[config.mk]
export PLATFORM = sky130hd
export DESIGN_NAME = dcpll_cfg_top
export DESIGN_NICKNAME = d
export VERILOG_FILES = /design/src/verilog/dcpll_pkg.sv /design/src/verilog/dcpll_dec_if.sv /design/src/verilog/dcpll_cfg_top.sv /design/src/verilog/dcpll_decode.sv
export SDC_FILE = /design/constraint.sdc
export NUM_CORES = 1
export LEC_CHECK = 0
export ABC_AREA = 1
export BUFFER_PORTS_ARGS = -buffer_cell sky130_fd_sc_hd__clkbuf_2
export CAP_MARGIN = 20
export CORE_ASPECT_RATIO = 0.6
export CORE_MARGIN = 2
export CORE_UTILIZATION = 48
export CTS_BUF_LIST = sky130_fd_sc_hd__clkbuf_4 sky130_fd_sc_hd__clkbuf_8
export CTS_CLUSTER_SIZE = 30
export DETAILED_ROUTE_END_ITERATION = 7
export PLACE_DENSITY = 0.79
export SYNTH_ARGS = -nofsm -noshare
export SYNTH_HDL_FRONTEND = slang
export SYNTH_HIERARCHICAL = 1
export SYNTH_SLANG_ARGS = --single-unit
export TNS_END_PERCENT = 30
[constraint.sdc]
create_clock -name clk -period 2.2 [get_ports clk]
set_input_delay 0.44 -clock clk [delete_from_list [all_inputs] [get_ports clk]]
set_output_delay 0.44 -clock clk [all_outputs]
set_load 0.05 [all_outputs]
[src/verilog/dcpll_pkg.sv]
`default_nettype none
package dcpll_pkg;

   // ----------------------------------------------------------------
   // Register map
   // ----------------------------------------------------------------
   localparam logic [7:0]  CFG_OFFSET   = 8'h24;       // Dot clock configuration word
   localparam logic [31:0] CFG_RESET    = 32'h00000000;
   localparam logic [31:0] CFG_WR_MASK  = 32'hDFFFFD07; // Bits software may change
   localparam logic        CFG_RO_BIT5  = 1'b0;        // Fixed read-only value

   // ----------------------------------------------------------------
   // Field positions
   // ----------------------------------------------------------------
   localparam int unsigned FB_RESET_BIT = 31;
   localparam int unsigned HALF_OFF_BIT = 30;
   localparam int unsigned PD_MSB       = 28;
   localparam int unsigned PD_LSB       = 24;
   localparam int unsigned FB_ODD_BIT   = 23;
   localparam int unsigned FB_CODE_MSB  = 22;
   localparam int unsigned FB_CODE_LSB  = 12;
   localparam int unsigned CLK_ON_BIT   = 11;
   localparam int unsigned DOT_SEL_BIT  = 10;
   localparam int unsigned BYPASS_BIT   = 8;
   localparam int unsigned RO_BIT       = 5;
   localparam int unsigned ID_MSB       = 2;
   localparam int unsigned ID_LSB       = 0;

   // ----------------------------------------------------------------
   // Divisor encodings
   // ----------------------------------------------------------------
   localparam logic [4:0] PD_CODE_ONE  = 5'h0F;         // Divide by one
   localparam logic [4:0] PD_CODE_RSVD = 5'h1F;         // Reserved code
   localparam logic [3:0] ID_OFFSET    = 4'h2;          // Input divisor = code + 2
   // Post divisor lookup, entry 31 first
   localparam logic [31:0][4:0] PD_LUT = {
      5'h00, 5'h1F, 5'h1D, 5'h17, 5'h1B, 5'h0F, 5'h15, 5'h0B,
      5'h03, 5'h19, 5'h11, 5'h0D, 5'h05, 5'h13, 5'h07, 5'h09,
      5'h01, 5'h1E, 5'h1C, 5'h16, 5'h1A, 5'h0E, 5'h14, 5'h0A,
      5'h02, 5'h18, 5'h10, 5'h0C, 5'h04, 5'h12, 5'h06, 5'h08};

   // ----------------------------------------------------------------
   // Timing
   // ----------------------------------------------------------------
   localparam int unsigned CLK_MHZ      = 200;
   localparam int unsigned SETTLE_US    = 500;
   localparam int unsigned SETTLE_CYC   = SETTLE_US * CLK_MHZ;
   localparam int unsigned SETTLE_W     = 17;

endpackage : dcpll_pkg
`default_nettype wire

[src/verilog/dcpll_dec_if.sv]
`default_nettype none
interface dcpll_dec_if;
   // Raw fields from the configuration word
   logic [4:0] pd_code;
   logic [2:0] id_code;
   logic       clk_on_bit;
   logic       half_off_bit;
   // Decoded values
   logic [4:0] pd_value;
   logic       pd_reserved;
   logic       pd_odd;
   logic [3:0] id_value;
   logic       pll_enable;
   logic       half_clock_active;

   modport regs (output pd_code, id_code, clk_on_bit, half_off_bit,
                 input  pd_value, pd_reserved, pd_odd, id_value, pll_enable,
                        half_clock_active);
   modport dec  (input  pd_code, id_code, clk_on_bit, half_off_bit,
                 output pd_value, pd_reserved, pd_odd, id_value, pll_enable,
                        half_clock_active);
endinterface : dcpll_dec_if
`default_nettype wire

[src/verilog/dcpll_cfg_top.sv]
// Summary of operation
// - Bit 31 high holds post and feedback dividers in reset.
// - Bit 30 low enables half clock for odd post divisors.
// - Five-bit post divisor field decodes through a non-binary table; 11111 reserved.
// - Post divisor of one keeps the synthesiser enabled regardless.
// - Bit 8 high bypasses the synthesiser and resets its control voltage.
// - Bit 23 adds one to twice the feedback code value.
// - Eleven-bit feedback code carries the table-encoded count, 1 to 400.
// - Three-bit input divisor field selects value plus two.
// - Bit 10 low: dot clock equals reference times feedback over post times input divisor; bit 10 high: television clock input.
`default_nettype none
module dcpll_cfg_top #(
   parameter int unsigned SETTLE_CYCLES = dcpll_pkg::SETTLE_CYC
) (
   // Clock and reset
   input  wire logic        clk,
   input  wire logic        sys_rst,
   // Memory-mapped register port
   input  wire logic [7:0]  reg_addr,
   input  wire logic        reg_wr,
   input  wire logic        reg_rd,
   input  wire logic [3:0]  reg_be,
   input  wire logic [31:0] reg_wdata,
   output logic      [31:0] reg_rdata,
   output logic             reg_rvalid,
   // Clock sources and dot clock output
   input  wire logic        synth_clock_in,
   input  wire logic        television_clock_input,
   output logic             dot_clock_out,
   // Synthesiser controls
   output logic             post_divisor_reset,
   output logic             feedback_divisor_reset,
   output logic             pll_bypass,
   output logic             vco_control_reset,
   output logic             pll_enable,
   output logic             half_clock_active,
   output logic [4:0]       post_divisor,
   output logic             post_divisor_reserved,
   output logic [3:0]       input_divisor,
   output logic [10:0]      feedback_divisor_code,
   output logic             feedback_divisor_odd,
   // Status
   output logic             settle_elapsed
);

   // ----------------------------------------------------------------
   // Configuration register
   // ----------------------------------------------------------------
   logic [31:0] cfg_ff;
   logic [31:0] nxt_cfg;
   logic [31:0] lane_mask;
   logic        hit;

   assign hit       = (reg_addr == dcpll_pkg::CFG_OFFSET);
   assign lane_mask = {{8{reg_be[3]}}, {8{reg_be[2]}}, {8{reg_be[1]}}, {8{reg_be[0]}}}
                    & dcpll_pkg::CFG_WR_MASK;
   assign nxt_cfg   = (cfg_ff & ~lane_mask) | (reg_wdata & lane_mask);

   // Enabled byte lanes update on one edge, so all controls move together
   always_ff @(posedge clk or posedge sys_rst) begin
      if (sys_rst) begin
         cfg_ff <= dcpll_pkg::CFG_RESET;
      end else if (reg_wr && hit) begin
         cfg_ff <= nxt_cfg;
      end
   end

   // ----------------------------------------------------------------
   // Read path
   // ----------------------------------------------------------------
   logic [31:0] rd_view;

   // Reserved bits are masked out, bit 5 shows its fixed value
   always_comb begin
      rd_view = cfg_ff & dcpll_pkg::CFG_WR_MASK;
      rd_view[dcpll_pkg::RO_BIT] = dcpll_pkg::CFG_RO_BIT5;
   end

   // Read answer one cycle after the strobe; unmapped reads give zero
   always_ff @(posedge clk or posedge sys_rst) begin
      if (sys_rst) begin
         reg_rdata  <= 32'h00000000;
         reg_rvalid <= 1'b0;
      end else begin
         reg_rvalid <= reg_rd;
         if (reg_rd) begin
            reg_rdata <= hit ? rd_view : 32'h00000000;
         end
      end
   end

   // ----------------------------------------------------------------
   // Field decode
   // ----------------------------------------------------------------
   dcpll_dec_if dif ();

   assign dif.pd_code      = cfg_ff[dcpll_pkg::PD_MSB:dcpll_pkg::PD_LSB];
   assign dif.id_code      = cfg_ff[dcpll_pkg::ID_MSB:dcpll_pkg::ID_LSB];
   assign dif.clk_on_bit   = cfg_ff[dcpll_pkg::CLK_ON_BIT];
   assign dif.half_off_bit = cfg_ff[dcpll_pkg::HALF_OFF_BIT];

   dcpll_decode u_decode (
      .d (dif)
   );

   // ----------------------------------------------------------------
   // Synthesiser controls
   // ----------------------------------------------------------------
   // Divider resets follow bit 31
   assign post_divisor_reset     = cfg_ff[dcpll_pkg::FB_RESET_BIT];
   assign feedback_divisor_reset = cfg_ff[dcpll_pkg::FB_RESET_BIT];
   // Bypass routes input to output and discharges the VCO
   assign pll_bypass             = cfg_ff[dcpll_pkg::BYPASS_BIT];
   assign vco_control_reset      = cfg_ff[dcpll_pkg::BYPASS_BIT];
   assign pll_enable             = dif.pll_enable;
   assign half_clock_active      = dif.half_clock_active;
   // Divisor values to the analog loop, forming the output ratio
   assign post_divisor           = dif.pd_value;
   assign post_divisor_reserved  = dif.pd_reserved;
   assign input_divisor          = dif.id_value;
   assign feedback_divisor_code  = cfg_ff[dcpll_pkg::FB_CODE_MSB:dcpll_pkg::FB_CODE_LSB];
   assign feedback_divisor_odd   = cfg_ff[dcpll_pkg::FB_ODD_BIT];

   // Dot clock source select
   assign dot_clock_out = cfg_ff[dcpll_pkg::DOT_SEL_BIT] ? television_clock_input
                                                          : synth_clock_in;

   // ----------------------------------------------------------------
   // Settling timer
   // ----------------------------------------------------------------
   localparam logic [dcpll_pkg::SETTLE_W-1:0] SETTLE_LAST =
      dcpll_pkg::SETTLE_W'(SETTLE_CYCLES - 1);

   logic [dcpll_pkg::SETTLE_W-1:0] settle_cnt_ff;
   logic                           offline;

   assign offline = cfg_ff[dcpll_pkg::FB_RESET_BIT] & cfg_ff[dcpll_pkg::BYPASS_BIT];

   // Counts cycles spent off line so software can see the wait is over
   always_ff @(posedge clk or posedge sys_rst) begin
      if (sys_rst) begin
         settle_cnt_ff  <= '0;
         settle_elapsed <= 1'b0;
      end else if (!offline) begin
         settle_cnt_ff  <= '0;
         settle_elapsed <= 1'b0;
      end else if (settle_cnt_ff == SETTLE_LAST) begin
         settle_elapsed <= 1'b1;
      end else begin
         settle_cnt_ff  <= settle_cnt_ff + 1'b1;
      end
   end

   // ----------------------------------------------------------------
   // Checks
   // ----------------------------------------------------------------
   AST_RESET_HOLD : assert property (@(posedge clk) disable iff (sys_rst)
      (reg_wr && hit && reg_be[3]) |=>
         (post_divisor_reset == $past(reg_wdata[31]))
         && (feedback_divisor_reset == $past(reg_wdata[31])))
      else $error("divider reset does not follow bit 31");

   AST_HALF_CLOCK : assert property (@(posedge clk) disable iff (sys_rst)
      half_clock_active |-> (!cfg_ff[30] && post_divisor[0]))
      else $error("half clock active without odd divisor and enable");

   AST_PD_TABLE : assert property (@(posedge clk) disable iff (sys_rst)
      (cfg_ff[28:24] == 5'h07) |-> (post_divisor == 5'h02))
      else $error("post divisor code 00111 not decoded as two");

   AST_PD_RSVD : assert property (@(posedge clk) disable iff (sys_rst)
      post_divisor_reserved == (cfg_ff[28:24] == 5'h1F))
      else $error("reserved post divisor flag wrong");

   AST_ENABLE : assert property (@(posedge clk) disable iff (sys_rst)
      (reg_wr && hit && reg_be[1] && reg_wdata[11]) |=> pll_enable)
      else $error("enable bit write did not enable synthesiser");

   AST_DIV_ONE : assert property (@(posedge clk) disable iff (sys_rst)
      (cfg_ff[28:24] == 5'h0F) |-> (pll_enable && post_divisor == 5'h01))
      else $error("divide by one does not force enable");

   AST_BYPASS : assert property (@(posedge clk) disable iff (sys_rst)
      (reg_wr && hit && reg_be[1]) |=>
         (pll_bypass == $past(reg_wdata[8])) && (vco_control_reset == pll_bypass))
      else $error("bypass controls do not follow bit 8");

   AST_FB_FIELDS : assert property (@(posedge clk) disable iff (sys_rst)
      (reg_wr && hit && (reg_be[2:1] == 2'h3)) |=>
         (feedback_divisor_odd == $past(reg_wdata[23]))
         && (feedback_divisor_code == $past(reg_wdata[22:12])))
      else $error("feedback fields not updated from write");

   AST_ID_VALUE : assert property (@(posedge clk) disable iff (sys_rst)
      input_divisor == ({1'b0, cfg_ff[2:0]} + 4'h2))
      else $error("input divisor not code plus two");

   AST_READ_BACK : assert property (@(posedge clk) disable iff (sys_rst)
      (reg_rd && hit) |=> (reg_rvalid && reg_rdata[29] == 1'b0 && reg_rdata[9] == 1'b0
                           && reg_rdata[7:3] == 5'h00))
      else $error("reserved bits read back non-zero");

   AST_SETTLE : assert property (@(posedge clk) disable iff (sys_rst)
      $rose(settle_elapsed) |-> (offline && settle_cnt_ff == SETTLE_LAST))
      else $error("settle flag rose early");

   AST_ENABLE_OFF : assert property (@(posedge clk) disable iff (sys_rst)
      (reg_wr && hit && reg_be[3] && reg_be[1] && !reg_wdata[11]
       && reg_wdata[28:24] != 5'h0F) |=> !pll_enable)
      else $error("enable bit clear did not disable synthesiser");

   AST_DOT_SEL : assert property (@(posedge clk) disable iff (sys_rst)
      dot_clock_out == (cfg_ff[dcpll_pkg::DOT_SEL_BIT] ? television_clock_input
                                                       : synth_clock_in))
      else $error("dot clock source does not follow bit 10");

endmodule : dcpll_cfg_top
`default_nettype wire

[src/verilog/dcpll_decode.sv]
`default_nettype none
module dcpll_decode (
   dcpll_dec_if.dec d
);

   // ----------------------------------------------------------------
   // Divisor decode
   // ----------------------------------------------------------------
   // Post divisor through the non-binary table
   assign d.pd_value    = dcpll_pkg::PD_LUT[d.pd_code];
   assign d.pd_reserved = (d.pd_code == dcpll_pkg::PD_CODE_RSVD);
   assign d.pd_odd      = d.pd_value[0];
   // Input divisor is the code plus two
   assign d.id_value    = {1'b0, d.id_code} + dcpll_pkg::ID_OFFSET;
   // Divide-by-one forces the synthesiser on
   assign d.pll_enable  = d.clk_on_bit
                        | (d.pd_code == dcpll_pkg::PD_CODE_ONE);
   // Half clock only matters for odd post divisors; low bit enables it
   assign d.half_clock_active = ~d.half_off_bit & d.pd_odd & ~d.pd_reserved;

endmodule : dcpll_decode
`default_nettype wire

Word-level counts from Yosys, hierarchy flattened
Memories as Yosys holds them, arrays and structs flattened.
Cells that the tools add are included.
{"block": "word_totals", "register_bits": 83, "word_cells": 33, "n_memories": 1, "mem_bits_ro": 160, "output_inout_bits": 63}
{"block": "op_classes", "eq_ne": 6, "n_addsub": 2, "bitwise_logic": 10, "magnitude_cmp": 1, "muxes": 7, "n_reduce_logical": 1}
{"memory": "(name not given)", "depth": 32, "width": 5, "rd": 1, "rd_clocked_by_memory_dff": 0, "wr": 0, "line": "dcpll_decode.sv:10", "text": "assign d.pd_value = dcpll_pkg::PD_LUT[d.pd_code];"}
{"cell": "bitwise AND 32 bit", "count": 2}
{"cell": "2-to-1 mux 17 bit", "count": 2}
{"cell": "2-to-1 mux 32 bit", "count": 1}
{"cell": "inverter 32 bit", "count": 1}
{"cell": "OR 32 bit", "count": 1}
{"cell": "adder 17 x 1 -> 17 bit, second input constant", "count": 1}
{"cell": "== test 17 bit, second input constant", "count": 1}
{"cell": "== test 8 x 6 -> 1 bit, second input constant", "count": 1}
{"cell": "less-than comparator 5 x 6 -> 1 bit, second input constant", "count": 1}
{"cell": "== test 5 x 4 -> 1 bit, second input constant", "count": 1}
{"cell": "== test 5 bit, second input constant", "count": 1}
{"cell": "2-to-1 mux 5 bit", "count": 1}
{"cell": "adder 3 x 2 -> 4 bit, second input constant", "count": 1}
{"cell": "bitwise AND 1 bit", "count": 3}
{"cell": "2-to-1 mux 1 bit", "count": 3}
{"cell": "!= test 2 x 1 -> 1 bit, second input constant", "count": 1}
{"cell": "!= test 2 bit, second input constant", "count": 1}
{"cell": "inverter 1 bit", "count": 2}
{"cell": "logical AND 1 bit", "count": 1}
{"cell": "OR 1 bit", "count": 1}

Longest topological paths before layout
{"block": "logic_depth", "ltp_word": 4, "mapped_depth": 9, "ltp_nobuf": 9}

Cells and area by module
The synthesis kept the hierarchy.
{"module": "dcpll_cfg_top", "n_inst": 1, "seq_area_each_um2": 1726.7, "cells_each": 408, "area_each_um2": 3345.7}
{"module": "dcpll_decode", "n_inst": 1, "seq_area_each_um2": 0.0, "cells_each": 51, "area_each_um2": 302.8}

Worst setup path before layout
No wires, ideal clock.
{"block": "synth_path", "path_kind": "reg2out", "from": "reg (tool-made name)", "to": "out post_divisor[1]", "arrival_ns": 2.030, "path_stages_with_launch": 7, "slack_ns": -0.270, "path_buffers": 0, "path_cell_list": "dfrtp_1 -> inv_1 -> ha_1 -> inv_1 -> nand2_1 -> o21ai_0 -> o21ai_0"}
{"element": "to (decl)", "line": "dcpll_cfg_top.sv:37", "text": "output logic [4:0] post_divisor,"}

==> results.ini <==
[worst_hold_path]
worstHoldStart = reg_wdata[20]
min_path_type = primary input to register
hold_depth = 3

[floorplanning]
start_util_pct = 49.80
fp.dieW_um = 116.6
core_area_um2 = 7327
num_io_pins = 113
num_rows = 24
die_area_um2 = 8337
dieHeight_um = 71.53

[finish]
layout_common_cells = nand2_1 (111), clkbuf_2 (93), dfrtp_1 (66), inv_1 (51), nor2_1 (41)
nets = 600
layout-drive-gt1-share_pct = 26.28
area_delta_synth_final_pct = 19.44
final_cells = 652
n_antenna_cell = 0
layout_commonest_cell = nand2_1
finalInstanceArea_um2 = 4358

[placed_design]
io_buffers = 98
placed_cells = 633
post_dp_cell_area_um2 = 4096
dp_hpwl_um = 6342
gp_congestion = 0.9116

[drt]
drtPass1Iterations = 5
avgRoutedWirePerCell_um = 13.15
drcViolationCount = 0
antenna_left = 0
dr_total_vias = 3273
routed_via_density = 5.020
routed_wl_um = 8576
drt_iter0_drc = 249

[timing]
finalCriticalPeriod_ns = 2.154
max_freq_mhz = 464.2
fin_skew_ns = 0.01055
finalSetupTns_ns = 0
finalSetupViolCount = 0
hold_violations = 0
worstMarginPinSlew_ns = 0.6600
rsz0062_at_grt = yes
whs_ns = 0.3113
worst_slew_margin_rel_pct = 56.00
min_period_over_period_pct = 97.92
maxSlewViolCount = 0

[global_route]
grt_pass1_vias = 3092
grt_max_degree = 52
track_usage_pct = 22.36
grt_first_pass_wirelength_um = 14370
overflow = 0
antenna_found_initial = 0

[synthesis]
ys_seq_area_share_pct = 47.33
synth-main-ff-cell = dfrtp_1
syn_area_um2 = 3648
synth-edff-count = 0
synth_cell_types = 29
ys_warn_count = 6
ys_seq_elements = 69
synthCells = 459
ys_async_sr_fraction_pct = 100.0
avgSynthCellArea_um2 = 7.949

[clock_tree]
cts_num_sinks = 69
cts_buffers = 9
clkTransAtPathRegs_ns = 0.08
cts-root-buf = clkbuf_8
cts_buffer_depth = 2
htree_levels = 3
cts_tree = built
clock_latency_ns = 0.36

[power]
swShare_pct = 26.59
ir_drop_mv = 0.3360
clkPwrFrac_pct = 39.2
comb_power_share_pct = 10.3
intPower_mw = 1.886
power_leakage_nw = 2.211
switching_power_mw = 0.6830
power_density_nw_per_um2 = 589.4
power_frac_seq_pct = 50.5
power.total_mw = 2.569

[critical_path]
worst_setup_path_start_kind = register
required_ns = 1.76
rr_endpoint = settle_cnt_ff[14]$_DFFE_PP0P_
crit_fanout = 6
r2r_cells = 8
r2r-start = settle_cnt_ff[0]$_DFFE_PP0P_
r2r_slack_ns = 0.70
cp-end-kind = output pin
criticalPathCategory = register to output pin
arrival_ns = 1.71

[run]
maxCapViolCount = 0

[status]
status = complete, no violations

==> metal layers <==
metal  GRT usage, %  vias to the layer above  part of all wire, %
met5              0                        -                    0
met4          5.882                        0                  1.2
met3          7.022                       12                  8.1
met2          34.88                      119                   44
met1          30.66                     1530                   47
li1               -                     1612                    -
==> layout make-up <==
class	instances	area, µm²
flip-flops and latches	69	1730
clock buffers	10	131.4
multi-input cells	298	1469
clock inverters	6	63.81
inverters	56	210.2
well taps	104	130.1
repair buffers	109	623.1
fillers	689	2969
==> synth_stat cells (2+ instances only) <==
cell	number	area, µm²
nor2_1	41	153.9
buf_2	2	10.01
clkbuf_1	6	22.52
buf_1	3	11.26
nand3_1	39	195.2
nand3_2	3	30.03
nor3_1	3	15.01
buf_4	30	225.2
nand3b_1	2	15.01
o21bai_1	3	22.52
dfrtp_1	69	1727
ha_1	7	87.58
o21ai_1	25	125.1
xor2_1	2	17.52
inv_1	55	206.5
nand4_1	32	200.2
a21oi_1	5	25.02
nand2_1	112	420.4
o21ai_0	9	45.04
nand2_2	2	12.51
==> cells by family (layout without fill, tap and decap cells) <==
kind of cell    count (synthesis)  count (layout)  share of synthesized area (%)
buf+inv                        98             181                          13.44
mux                             1               1                         0.3086
xor+xnor                        2               2                         0.4802
simple gates                  239             239                          29.97
compound gates                 42              42                          5.967
fa+ha+maj                       7               7                          2.400
other cells                     1               7                         0.1028
flops                          69              69                          47.33
==> power groups by stage <==
| stage | sequential [mW] | combinational, mW | clock, mW |
|---|---|---|---|
| 2_1_floorplan | 1.32 | 0.187 | 0 |
| 3_3_place_gp | 1.32 | 0.247 | 0 |
| 3_5_place_dp | 1.32 | 0.251 | 0 |
| 4_1_cts | 1.30 | 0.259 | 1.05 |
| 5_1_grt | 1.30 | 0.287 | 1.10 |
| 6_report | 1.30 | 0.264 | 1.01 |
==> worst max-delay path by stage <==
stage,start,to,slack [ns],cells past startpoint
floorplan,register,post_divisor[2],-0.10,4
detailed placement,register,post_divisor[1],0.28,7
global route,register,post_divisor[1],-0.04,7
CTS,register,post_divisor[4],0.01,9
global placement,register,post_divisor[4],0.32,9
finish,register,post_divisor[1],0.05,7
==> critical path, stage by stage, from the launching register on <==
cell and delay (ns):
dfrtp_2 0.42, inv_2 0.07, ha_4 0.26, inv_2 0.04, nand2_2 0.07, o21ai_1 0.08
o21ai_1 0.19, clkbuf_8 0.22
==> timing repair <==
item | 4_1_cts | 5_1_grt
gates resized for setup | 7 | 11
endpoints found under the setup margin | 5 | 5
hold buffers | 1 | 0
pin swaps | 0 | 2
setup buffers | 0 | 2
hold endpoints to repair | 9 | 0
==> metrics by stage <==
step                      setup WS, ns  util (%)
after floorplan                -0.1013         -
after global placement          0.3220     55.91
after detailed placement        0.2773     55.91
after CTS                     0.009550     59.02
after global routing          -0.03837     59.48
final                          0.04581     59.48
Power figures use the tool's default switching activity.
